## src/adrp_consts.svh

```systemverilog
// Constants for the converter result byte port
`ifndef ADRP_CONSTS_SVH
`define ADRP_CONSTS_SVH

`define ADRP_RES_W 12
`define ADRP_SER_BITS 4'hc
`define ADRP_CLK_PERIOD_NS 10
`define ADRP_SCLK_HALF_NS 50
`define ADRP_SCLK_HALF_CYC (`ADRP_SCLK_HALF_NS / `ADRP_CLK_PERIOD_NS)
`define ADRP_CONV_DEF 16'h03e8

`define ADRP_REG_CTRL 8'h00
`define ADRP_REG_STATUS 8'h04
`define ADRP_REG_RESULT 8'h08

`define ADRP_ST_BUSY 0
`define ADRP_ST_BYTE 1
`define ADRP_ST_FMT 2
`define ADRP_ST_EXT 3
`define ADRP_ST_SER 4

`endif

```

## src/adrp_pkg.sv

```systemverilog
// Types for the converter result byte port
package adrp_pkg;
  typedef enum logic [1:0] {
    ST_IDLE = 2'b01,
    ST_CONV = 2'b10
  } adrp_state_t;
  typedef logic [11:0] adrp_code_t;
endpackage

```

## src/adrp_sync.sv

```systemverilog
// Two-flop synchroniser for pin inputs
`timescale 1ns/10ps
module adrp_sync #(
  parameter int W = 1
) (
  input wire logic clk_in,
  input wire logic rst_n_in,
  input wire logic [W-1:0] d_in,
  output logic [W-1:0] q_out
);
  logic [W-1:0] meta_r;

  always_ff @(posedge clk_in or negedge rst_n_in) begin
    if (!rst_n_in) begin
      meta_r <= '0;
      q_out <= '0;
    end else begin
      meta_r <= d_in;
      q_out <= meta_r;
    end
  end
endmodule // adrp_sync

```

## src/adrp_ser.sv

```systemverilog
// Serial result shifter, internal or external bit clock
`include "adrp_consts.svh"
`timescale 1ns/10ps
module adrp_ser
  import adrp_pkg::*;
(
  input wire logic clk_in,
  input wire logic rst_n_in,
  input wire logic start_in,
  input wire logic ext_mode_in,
  input wire logic ext_clk_in,
  input wire adrp_code_t data_in,
  output logic sclk_out,
  output logic sclk_oe_n_out,
  output logic sdata_out,
  output logic active_out
);
  localparam logic [7:0] HALF = 8'(`ADRP_SCLK_HALF_CYC);
  logic [7:0] div_r;
  logic [4:0] tog_r;
  logic [3:0] bits_r;
  logic [11:0] sh_r;
  logic ext_d_r;
  logic tick;
  logic ext_fall;

  assign tick = active_out && !ext_mode_in && (div_r == HALF - 8'h01);
  assign ext_fall = ext_d_r && !ext_clk_in;

  always_ff @(posedge clk_in or negedge rst_n_in) begin
    if (!rst_n_in) begin
      ext_d_r <= 1'b0;
    end else begin
      ext_d_r <= ext_clk_in;
    end
  end

  // Internal clock divider
  always_ff @(posedge clk_in or negedge rst_n_in) begin
    if (!rst_n_in) begin
      div_r <= 8'h00;
    end else if (start_in || tick || !active_out) begin
      div_r <= 8'h00;
    end else begin
      div_r <= div_r + 8'h01;
    end
  end

  always_ff @(posedge clk_in or negedge rst_n_in) begin
    if (!rst_n_in) begin
      active_out <= 1'b0;
      sclk_out <= 1'b0;
      tog_r <= 5'h00;
      bits_r <= 4'h0;
      sh_r <= 12'h000;
      sdata_out <= 1'b0;
    end else if (start_in) begin
      active_out <= 1'b1;
      sclk_out <= 1'b0;
      tog_r <= 5'h00;
      bits_r <= 4'h0;
      sh_r <= data_in;
      sdata_out <= data_in[11];
    end else if (tick) begin
      sclk_out <= ~sclk_out;
      tog_r <= tog_r + 5'h01;
      if (sclk_out) begin
        sh_r <= {sh_r[10:0], 1'b0};
        sdata_out <= sh_r[10];
      end
      if (tog_r == 5'h17) begin
        active_out <= 1'b0;
        sclk_out <= 1'b0;
      end
    end else if (active_out && ext_mode_in && ext_fall) begin
      sh_r <= {sh_r[10:0], 1'b0};
      sdata_out <= sh_r[10];
      bits_r <= bits_r + 4'h1;
      if (bits_r == `ADRP_SER_BITS - 4'h1) begin
        active_out <= 1'b0;
      end
    end
  end

  // Pin direction follows the clock source
  always_ff @(posedge clk_in or negedge rst_n_in) begin
    if (!rst_n_in) begin
      sclk_oe_n_out <= 1'b1;
    end else begin
      sclk_oe_n_out <= ext_mode_in;
    end
  end

  //////////////////////////////////////////////////////////////////////////
  logic [4:0] rise_cnt_r;
  always_ff @(posedge clk_in or negedge rst_n_in) begin
    if (!rst_n_in) begin
      rise_cnt_r <= 5'h00;
    end else if (start_in) begin
      rise_cnt_r <= 5'h00;
    end else if (tick && !sclk_out) begin
      rise_cnt_r <= rise_cnt_r + 5'h01;
    end
  end
endmodule // adrp_ser

```

## src/adrp_port.sv

```systemverilog
// Converter result byte port, serial clock select and APB status
`include "adrp_consts.svh"
`timescale 1ns/10ps
module adrp_port
  import adrp_pkg::*;
(
  input wire logic clk_in,
  input wire logic reset_n_in,
  input wire logic cs_n_in,
  input wire logic read_conv_in,
  input wire logic byte_sel_in,
  input wire logic code_format_select_in,
  input wire logic serial_clock_source_select_in,
  input wire logic serial_bit_clock_in,
  input wire adrp_code_t raw_code_in,
  output logic [7:0] par_data_out,
  output logic [7:0] par_data_oe_n_out,
  output logic serial_bit_clock_out,
  output logic serial_bit_clock_oe_n_out,
  output logic serial_data_out,
  output logic busy_n_out,
  input wire logic psel_in,
  input wire logic penable_in,
  input wire logic pwrite_in,
  input wire logic [11:0] paddr_in,
  input wire logic [31:0] pwdata_in,
  output logic [31:0] prdata_out,
  output logic pready_out,
  output logic pslverr_out
);
  //////////////////////////////////////////////////////////////////////////
  logic rst_ff_r;
  logic rst_n;

  always_ff @(posedge clk_in or negedge reset_n_in) begin
    if (!reset_n_in) begin
      rst_ff_r <= 1'b0;
      rst_n <= 1'b0;
    end else begin
      rst_ff_r <= 1'b1;
      rst_n <= rst_ff_r;
    end
  end

  //////////////////////////////////////////////////////////////////////////
  logic [5:0] pins_s;
  logic cs_n_s;
  logic rc_s;
  logic byte_s;
  logic fmt_s;
  logic ext_s;
  logic xclk_s;

  adrp_sync #(.W(6)) u_sync (
    .clk_in(clk_in),
    .rst_n_in(rst_n),
    .d_in({cs_n_in, read_conv_in, byte_sel_in, code_format_select_in,
           serial_clock_source_select_in, serial_bit_clock_in}),
    .q_out(pins_s)
  );

  assign {cs_n_s, rc_s, byte_s, fmt_s, ext_s, xclk_s} = pins_s;

  function automatic adrp_code_t fmt_code(adrp_code_t raw, logic sb);
    fmt_code = sb ? raw : {~raw[11], raw[10:0]};
  endfunction

  function automatic logic [7:0] byte_mux(adrp_code_t res, logic hi);
    byte_mux = hi ? {res[3:0], 4'h0} : res[11:4];
  endfunction

  //////////////////////////////////////////////////////////////////////////
  adrp_state_t state_r;
  logic [15:0] conv_cnt_r;
  logic [15:0] ctrl_r;
  logic strb_d_r;
  logic strb_s;
  logic start_w;
  logic cap_w;
  logic cap_d_r;
  adrp_code_t result_r;
  logic ser_active;

  // Chip select is ORed with read/convert; the later of the two falling edges converts
  assign strb_s = cs_n_s | rc_s;
  assign start_w = strb_d_r && !strb_s && (state_r == ST_IDLE);
  assign cap_w = (state_r == ST_CONV) && (conv_cnt_r == 16'h0000);

  always_ff @(posedge clk_in or negedge rst_n) begin
    if (!rst_n) begin
      // Same level as the synchroniser reset, so no false edge follows
      strb_d_r <= 1'b0;
    end else begin
      strb_d_r <= strb_s;
    end
  end

  always_ff @(posedge clk_in or negedge rst_n) begin
    if (!rst_n) begin
      state_r <= ST_IDLE;
      conv_cnt_r <= 16'h0000;
    end else begin
      case (state_r)
        ST_IDLE: begin
          if (start_w) begin
            state_r <= ST_CONV;
            // Zero in the register still gives a one-cycle conversion
            conv_cnt_r <= (ctrl_r == 16'h0000) ? 16'h0000 :
                          ctrl_r - 16'h0001;
          end
        end
        ST_CONV: begin
          if (cap_w) begin
            state_r <= ST_IDLE;
          end else begin
            conv_cnt_r <= conv_cnt_r - 16'h0001;
          end
        end
        default: begin
          state_r <= ST_IDLE;
        end
      endcase
    end
  end

  always_ff @(posedge clk_in or negedge rst_n) begin
    if (!rst_n) begin
      result_r <= 12'h000;
    end else if (cap_w) begin
      result_r <= fmt_code(raw_code_in, fmt_s);
    end
  end

  always_ff @(posedge clk_in or negedge rst_n) begin
    if (!rst_n) begin
      cap_d_r <= 1'b0;
      busy_n_out <= 1'b1;
    end else begin
      cap_d_r <= cap_w;
      if (start_w) begin
        busy_n_out <= 1'b0;
      end else if (cap_d_r) begin
        busy_n_out <= 1'b1;
      end
    end
  end

  //////////////////////////////////////////////////////////////////////////
  // Drive only when selected
  always_ff @(posedge clk_in or negedge rst_n) begin
    if (!rst_n) begin
      par_data_oe_n_out <= 8'hff;
      par_data_out <= 8'h00;
    end else begin
      par_data_oe_n_out <= (cs_n_s || !rc_s) ? 8'hff : 8'h00;
      par_data_out <= byte_mux(result_r, byte_s);
    end
  end

  // Start pulse precedes capture, so the shifter gets the previous result
  adrp_ser u_ser (
    .clk_in(clk_in),
    .rst_n_in(rst_n),
    .start_in(start_w),
    .ext_mode_in(ext_s),
    .ext_clk_in(xclk_s),
    .data_in(result_r),
    .sclk_out(serial_bit_clock_out),
    .sclk_oe_n_out(serial_bit_clock_oe_n_out),
    .sdata_out(serial_data_out),
    .active_out(ser_active)
  );

  //////////////////////////////////////////////////////////////////////////
  logic [31:0] rd_mux;
  logic mapped;
  logic [7:0] addr;

  assign addr = paddr_in[7:0];
  assign pready_out = psel_in && penable_in;

  always_comb begin
    rd_mux = 32'h0000_0000;
    mapped = (paddr_in[11:8] == 4'h0);
    case (addr)
      `ADRP_REG_CTRL: rd_mux = {16'h0000, ctrl_r};
      `ADRP_REG_STATUS: begin
        rd_mux[`ADRP_ST_BUSY] = (state_r == ST_CONV);
        rd_mux[`ADRP_ST_BYTE] = byte_s;
        rd_mux[`ADRP_ST_FMT] = fmt_s;
        rd_mux[`ADRP_ST_EXT] = ext_s;
        rd_mux[`ADRP_ST_SER] = ser_active;
      end
      `ADRP_REG_RESULT: rd_mux = {20'h00000, result_r};
      default: mapped = 1'b0;
    endcase
  end

  // Answer is prepared in the setup cycle so access needs no wait
  always_ff @(posedge clk_in or negedge rst_n) begin
    if (!rst_n) begin
      prdata_out <= 32'h0000_0000;
      pslverr_out <= 1'b0;
    end else if (psel_in && !penable_in) begin
      prdata_out <= pwrite_in ? 32'h0000_0000 : rd_mux;
      pslverr_out <= !mapped;
    end
  end

  always_ff @(posedge clk_in or negedge rst_n) begin
    if (!rst_n) begin
      ctrl_r <= `ADRP_CONV_DEF;
    end else if (psel_in && penable_in && pwrite_in &&
                 paddr_in[11:8] == 4'h0 && addr == `ADRP_REG_CTRL) begin
      ctrl_r <= pwdata_in[15:0];
    end
  end
endmodule // adrp_port

```

## config.mk

```make
export PLATFORM = sky130hd
export DESIGN_NAME = adrp_port
export DESIGN_NICKNAME = d
export VERILOG_FILES = /design/src/adrp_pkg.sv /design/src/adrp_sync.sv /design/src/adrp_ser.sv /design/src/adrp_port.sv
export VERILOG_INCLUDE_DIRS = /design/src
export SDC_FILE = /design/constraint.sdc
export NUM_CORES = 1
export LEC_CHECK = 0
export ABC_AREA = 1
export BUFFER_PORTS_ARGS = -buffer_cell sky130_fd_sc_hd__buf_2
export CORE_ASPECT_RATIO = 0.7
export CORE_MARGIN = 2
export CORE_UTILIZATION = 50
export DETAILED_ROUTE_END_ITERATION = 16
export GPL_TIMING_DRIVEN = 0
export PLACE_DENSITY = 0.83
export RECOVER_POWER = 50
export SYNTH_ARGS = -nofsm -noshare
export SYNTH_HDL_FRONTEND = slang
export SYNTH_SLANG_ARGS = --single-unit
export TNS_END_PERCENT = 20
```

## constraint.sdc

```tcl
create_clock -name clk_in -period 3.6 [get_ports clk_in]
set_input_delay 1.08 -clock clk_in [delete_from_list [all_inputs] [get_ports clk_in]]
set_output_delay 1.08 -clock clk_in [all_outputs]
set_load 0.01 [all_outputs]
```

Yosys cells after proc, flatten, opt, wreduce, memory -nomap -nowiden
Cells that the tools add are included.

storage, ports and cells
  register bits = 145
  word-level logic and storage cells = 122
  bits of input ports = 67

operators by class
  add/sub/neg operators = 5
  reduce and logical (&&, ||, !) cells = 39
  bitwise logic cells = 3
  equal/unequal tests = 13
  multiplexer cells = 38

operators with widths
  cell                                                 number
  two-way mux 16 bit                                   3
  two-way mux 11 bit                                   4
  logical NOT 16 bit                                   2
  two-way mux 32 bit                                   1
  one-hot mux 16 bit (2 select lines)                  1
  subtractor 16 x 1 -> 16 bit (second input constant)  2
  two-way mux 8 bit                                    3
  one-hot mux 11 bit (2 select lines)                  1
  == test 8 x 3 -> 1 bit (second input constant)       2
  two-way mux 1 bit                                    15
  one-hot mux 5 bit (3 select lines)                   1
  logical AND 1 bit                                    13
  two-way mux 12 bit                                   1
  two-way mux 4 bit                                    3
  two-way mux 5 bit                                    2
  adder 8 x 1 -> 8 bit (second input constant)         1
  == test 8 x 4 -> 1 bit (second input constant)       1
  logical NOT 8 bit                                    1
  nonzero test 2 bit                                   4
  logical NOT 1 bit                                    7
  AND reduction 2 bit                                  3
  AND reduction 3 bit                                  2
  nonzero test 3 bit                                   2
  adder 5 x 1 -> 5 bit (second input constant)         1
  other kinds (16)                                     22

Depth between registers and ports, before layout
Gate-level depths: netlist of the first run.

  depth after elaboration = 7
  depth in mapped cells = 11

Modules after synthesis
From an unflattened synthesis of the first run, not the netlist that was laid out.

unflattened totals
  cells, all modules = 760
  area total of the unflattened synthesis = 6,306.0 µm²

modules (own cells, without submodules)
  module     seq. area each (µm²)  cells an instance  times used  area an instance (µm²)
  adrp_port  1,938.1               569                1           4,337.9
  adrp_ser   827.0                 179                1           1,667.8
  adrp_sync  300.3                 12                 1           300.3

Worst setup path after synthesis of the first run
No wires, ideal clock.

  path kind = input to output
  from = input port psel_in
  to = output port pready_out
  data required time = 2.520 ns
  stages = 2
  arrival time = 1.206 ns
  path slack = 1.314 ns
  buffers on the path = 0
  cell sequence = nand2_1 -> inv_1

on the way
  longest elaborated chain between the ends = 1

RTL lines
  item                line              RTL
  start: declaration  adrp_port.sv:22   input wire logic psel_in,
  logical AND 1 bit   adrp_port.sv:180  assign pready_out = psel_in && penable_in;
  end: declaration    adrp_port.sv:28   output logic pready_out,

Every way passes these cells.

Final worst setup path of the first run
Same ends and word-level chain as after synthesis.

==> results of run 1 <==
[how the worst max path moves through the flow]
stage,start,to,slack [ps]
after global routing,rst_n,prdata_out[13],1020
after floorplan,psel_in,pready_out,1310
after global placement,rst_n,pslverr_out,870
final,psel_in,pready_out,1100
after detailed placement,psel_in,pready_out,1100
after CTS,psel_in,pready_out,1100
[cells by family (layout without fill, tap and decap cells)]
kind of cell / Yosys count / after routing
compound gates: 103 / 103
flops: 122 / 122
fa+ha+maj: 7 / 7
other cells: 2 / 17
buf+inv: 123 / 244
simple gates: 393 / 393
xor+xnor: 14 / 14
[per-layer routing]
metal  track usage (%)  up-vias  part of all wire, %  wire length (um)
met5                 0        -                0.084                13
met4              8.16        2                  1.4               210
met3              7.30       25                  9.3              1450
met2              38.3      236                   44              6750
met1              35.1     2573                   46              7100
li1                  -     2643                    -                 -
[flip-flops by register name, summed over array words and instances (netlist names)]
signal and cells:
conv_cnt_r 16, ctrl_r 16, prdata_out 16, result_r 12, u_ser.sh_r 11, par_data_out 8, u_ser.div_r 8, u_sync.meta_r 6
u_sync.q_out 6, u_ser.tog_r 5, u_ser.bits_r 4, state_r 2, busy_n_out 1, cap_d_r 1, par_data_oe_n_out 1, pslverr_out 1
rst_ff_r 1, rst_n 1, strb_d_r 1, u_ser.active_out 1, u_ser.ext_d_r 1, u_ser.sclk_oe_n_out 1, u_ser.sclk_out 1, u_ser.sdata_out 1
[synth_stat cells, types with 2 or more instances]
cell type and n:
a21oi_1 34, buf_2 5, buf_4 26, buf_6 8
clkbuf_1 4, conb_1 2, dfrtp_1 112, dfstp_2 10
ha_1 7, inv_1 75, inv_2 5, nand2_1 217
nand3_1 43, nand3b_1 2, nand4_1 10, nor2_1 96
nor2_2 11, nor2_4 2, nor3_1 4, nor3b_1 5
o211ai_1 4, o21ai_0 37, o21ai_1 9, o22ai_1 11
o31ai_1 5, xnor2_1 3, xor2_1 11
[through the flow]
stage          instance area [um^2]  total power [uW]  util, %  hold WS [ps]
5_1_grt                        7420              3970     62.8           356
4_1_cts                        7420              3800     62.9           353
6_report                       7420              3790     62.8           348
3_3_place_gp                   6820              2120     57.7           333
3_5_place_dp                   6850              2140     58.0           339
2_1_floorplan                  6180              1980        -           331
[power groups by stage]
stage | combinational (uW) | sequential, uW | clock, uW
after floorplan | 337 | 1650 | 0
after global placement | 449 | 1670 | 0
after detailed placement | 484 | 1660 | 0
after CTS | 489 | 1640 | 1670
after global routing | 559 | 1660 | 1740
final | 492 | 1640 | 1650
[layout make-up]
class	count	area (um^2)	share of cell area [%]
Sequential cell	122	3070	41.3
Multi-Input combinational cell	534	2490	33.5
Inverter	80	300	4.05
Clock buffer	18	439	5.92
Tap cell	157	196	2.65
Timing Repair Buffer	89	467	6.29
Buffer	43	325	4.39
Clock inverter	14	136	1.84
==> results.tsv, run 1 <==
metric	value	unit
status	complete, but fails checks	
violations	max-capacitance violations, max-slew violations	
arrival	1420	ps
clock_latency	420	ps
wl_per_cell	14.7	um
n_fill_cell	1036	
pre_cts_ws	1100	ps
layout_commonest_cell	nand2_1	
setup_violations	0	
final_cell_mix	217 x nand2_1, 112 x dfrtp_1, 96 x nor2_1, 92 x buf_2, 75 x inv_1	
netlist_instances	764	
ys.flop_type	dfrtp_1	
critPathBufInv	3	
place_congestion	0.953	
clk_pin_slew_worst_paths	60	ps
cp.depth	4	
swShare	29.0	%
h-tree-depth	4	
fin_crit	2500	ps
dieWidth	136	um
cts_root_buf	clkbuf_16	
cts_tree	built	
die_y	96.6	um
rsz0062_at_grt	false	
fmax	0.400	GHz
cts.repair.resized	0	
area_growth	21.1	%
finalCritPeriodShare	69.4	%
clkSinkCount	122	
r2r-end	ctrl_r[3]	
pwr-share-clk	43.7	%
p_per_area	510	nW/um^2
path_cells	buf_2, nand2_1, inv_1, buf_2	
rows	33	
core	11800	um^2
r2r-start	rst_n	
ant_nets	0	
cts_buffers	17	
synthXorXnorAreaFrac	2.00	%
ys_seq_area_share	50.1	%
crit_top_cell	buf_2	
peakVddDrop	0.375	mV
antenna_cells	0	
synth_top_area_share	45.8	%
switchingPower	1100	uW
min_path_type	reg2reg	
first_iter_violations	595	
cp_max_fo	2	
die_area	13200	um^2
min_from	rst_ff_r	
dp_cells	1025	
leakage	0.00373	uW
first_pass_iters	6	
synthMuxAreaShare	0	%
reg2reg_setup_slack	1550	ps
synth_top_cell_by_area	dfrtp_1	
grt_pass1_wl	25100	um
synth_cell_types	33	
vias	5479	
path_class	in2out	
worstSetupEndpointType	output pin	
synth_compound_area_share	9.28	%
viasPerCell	5.18	
synth_top_family_by_area	simple AND/OR/NAND/NOR gates	
slew_viol_final	51	
grt_use_total	25.2	%
finClkSkew	11.2	ps
instances_no_fill	1057	
setup-tns-final	0	ps
min_to	rst_n	
cap_violations	1	
wirelength	15500	um
drive_above_1_share	21.1	%
whs_path_depth	0	
cts_setup_buffers	0	
yosysWarningCount	0	
synth_area_per_cell	8.01	um^2
antenna_found_initial	1	
postSynth.asyncResetShare	100	%
cpLargestDelayFamily	buffers and inverters	
cts-hold-fix-buffers	0	
reg2regPathDepth	1	
layout_setup_ws	1100	ps
synthSimpleGateAreaFrac	26.9	%
p_comb_share	13.0	%
pin_count	121	
portBuffers	88	
slowest_delay	130	ps
tightestPinTransition	2040	ps
slew_headroom	-36.2	%
grt_max_degree	71	
start_util	51.9	%
hold_violations	0	
synth_adder_area_share	1.43	%
grt_pass1_vias	5151	
hpwl	11400	um
crit_path_top_delay_cell	buf_2	
critPathRequiredTime	2520	ps
yosys_register_bits	122	
drc	0	
synthTopCellsByArea	dfrtp_1 46%, nand2_1 13%, nor2_1 5.9%	
cp-start-kind	input pin	
grt-ovfl-total	0	
syn-cell-area	6120	um^2
internal_power	2690	uW
pwr-share-seq	43.3	%
synth_edf_count	0	
clockBufferDepth	2	
nNetsFinal	961	
Note: power is estimated with default switching activity, not from simulation.
==> inputs of run 2 (changes only) <==
ABC_AREA = 0   (was 1)
PLACE_DENSITY = 0.81   (was 0.83)
clock period = 2.4 ns   (was 3.6 ns; I/O delays follow)
==> results.tsv, run 2 <==
metric	value	unit	change
h-tree-depth	4		unchanged
seq_area	3070	um^2	unchanged
status	complete, but fails checks		
ys_seq_area_share	51.7	%	+1.7 points
antenna_cells	0		unchanged
slowest_delay	400	ps	+270 ps
peakVddDrop	0.484	mV	+29%
grt_use_total	24.2	%	-1.0 points
postSynth.asyncResetShare	100	%	unchanged
cts_root_buf	clkbuf_16		
fin_crit	2230	ps	
synth_top_cell_by_area	dfrtp_1		
nNetsFinal	729		-24%
cts_tree	built		
antenna_found_initial	0		-1
slew_viol_final	46		-9.8%
synth_adder_area_share	1.48	%	+0.048 points
fmax	0.448	GHz	
hpwl	10600	um	-7.2%
netlist_instances	533		-30%
synth_top_family_by_area	simple AND/OR/NAND/NOR gates		
yosys_register_bits	122		unchanged
n_fill_cell	916		-12%
syn-cell-area	5920	um^2	-3.2%
pin_count	121		unchanged
synth_top_area_share	47.3	%	+1.5 points
path_cells	inv_1, ha_1, nor3b_1, nand4_2, nor2_1, buf_4, mux2_2		
drive_above_1_share	33.4	%	+12 points
instances_no_fill	825		-22%
start_util	50.9	%	-0.97 points
tightestPinTransition	1910	ps	-135 ps
first_iter_violations	368		-38%
synthTopCellsByArea	dfrtp_1 47%, mux2_2 4.6%, dfstp_2 4.4%		
path_class	reg2reg		
synth_compound_area_share	11.6	%	+2.3 points
leakage	0.00354	uW	-5.0%
die_y	95.1	um	-1.6%
rsz0062_at_grt	false		
wl_met1	6680	um	-5.8%
clk_pin_slew_worst_paths	60	ps	about the same
grt_max_degree	76		+7.0%
multi_input_area	2590	um^2	+4.0%
final_cell_mix	112 x dfrtp_1, 94 x buf_2, 45 x nor2_1, 36 x nand2_1, 32 x o21ai_0		
portBuffers	87		-1.1%
synthXorXnorAreaFrac	3.25	%	+1.2 points
cts_buffers	17		unchanged
clockBufferDepth	2		unchanged
grt-ovfl-total	0		unchanged
p_per_area	833	nW/um^2	+63%
cts_setup_buffers	0		unchanged
met2_wirelength	6760	um	about the same
synthSimpleGateAreaFrac	16.3	%	-11 points
highest_layer	met4		
arrival	2530	ps	+1110 ps
slew_headroom	-27.3	%	+9.0 points
setup_violations	0		unchanged
min_path_type	in2async		
area_growth	22.5	%	
grt_pass1_vias	4623		-10%
vias	4665		-15%
worstSetupEndpointType	register		
cap_violations	1		unchanged
reg_top3	conv_cnt_r x16, ctrl_r x16, prdata_out x16		
hold_violations	0		unchanged
core	11600	um^2	-1.4%
rows	33		unchanged
clock_latency	420	ps	about the same
finalCritPeriodShare	93.0	%	
layout_commonest_cell	dfrtp_1		
wl_met3	1020	um	-30%
grt_pass1_wl	23600	um	-5.9%
place_congestion	0.914		-4.1%
fin_hold_ws	75.5	ps	-273 ps
die_area	12700	um^2	-3.1%
ys.flop_type	dfrtp_1		
first_pass_iters	5		-1
dp_cells	793		-23%
synth_commonest_cells	112 x dfrtp_1, 45 x nor2_1, 36 x nand2_1		
critPathRequiredTime	2690	ps	+170 ps
wirelength	14800	um	-4.9%
wl_per_cell	17.9	um	+22%
synth_edf_count	0		unchanged
synth_cell_types	75		+130%
cp_max_fo	10		+8
ant_nets	0		unchanged
yosysWarningCount	0		unchanged
dieWidth	134	um	-1.6%
drc	0		unchanged
crit_path_top_delay_cell	dfrtp_1		
synth_area_per_cell	11.1	um^2	+39%
finClkSkew	9.72	ps	-1.44 ps
viasPerCell	5.65		+9.1%
synthMuxAreaShare	9.97	%	+10 points
synth_most_common_cell	dfrtp_1		
violations	max-capacitance violations, max-slew violations		
cp-start-kind	register		
clkSinkCount	122		unchanged
run 2: changes by cell type in the layout (fill, tap and decap cells not counted), sizes merged, moves of 10 or more:
cell,change
a21oi,-11
inv,-73
mux2,+34
mux2i,+17
nand2,-181
nand3,-30
nor2,-63
nor3,+10
nor4,+10
o21ai,-10
run 2: what timing repair did:
| item | 4_1_cts | 5_1_grt |
|---|---|---|
| endpoints found under the setup margin | 0 | 1 |
| hold buffers | 0 | 0 |
| gates resized for setup | 0 | 1 |
run 2: worst paths after layout:
check                               from           to  slack (ps)  depth (start not counted)
hold reg to reg                 rst_ff_r        rst_n         340                          0
max in group asynchronous          rst_n    ctrl_r[5]         410                          1
min in group clk_in             rst_ff_r        rst_n         340                          0
setup reg to reg           conv_cnt_r[0]  result_r[7]         170                          7
setup / recovery           conv_cnt_r[0]  result_r[7]         170                          7
hold / removal                reset_n_in        rst_n          80                          1
run 2: cell type report:
type	count	share of cell area, %
Tap cell	157	2.71
Buffer	45	4.02
Clock inverter	13	2.26
Sequential cell	122	42.2
Timing Repair Buffer	88	6.36
Multi-Input combinational cell	371	35.7
Inverter	10	0.517
Clock buffer	19	6.24
run 2: cells by family after synthesis:
group,count (synthesis)
muxes,51
and+or+nand+nor,169
adders and majority gates,7
buffers and inverters,55
AOI/OAI and AO/OA,105
xor gates and xnor gates,22
other,2
DFF,122
run 2: where the power goes:
group	leakage, uW	switching (uW)	internal (uW)	total, uW
Sequential	0.00157	241	2300	2540
Clock	0.000300	955	1690	2650
Combinational	0.00168	485	373	857
Total	0.00354	1680	4360	6040
run 2: worst max-delay path: cells and delay by family, from the launching register on:
family	cells	cell delay [ps]
multiplexers	1	360
AND/OR/NAND/NOR	3	780
adder cells (fa/ha/maj)	1	160
flip-flops	1	400
buffers and inverters	2	400
run 2: routing by layer:
layer | global-route usage, % | up-vias
li1 | - | 2117
met1 | 32.7 | 2343
met2 | 37.2 | 173
met3 | 6.91 | 32
met4 | 10.1 | 0
met5 | 0 | -
run 2: through the flow:
stage	worst slack, ps	power (uW)	util [%]	area [um^2]	TNS, ps
after floorplan	306	3090	-	5980	0
after global placement	-241	3320	56.8	6610	-27480
after detailed placement	-239	3410	57.1	6640	-2310
after CTS	125	6070	62.4	7260	0
after global routing	34.9	6300	62.3	7260	0
final	169	6040	62.3	7260	0
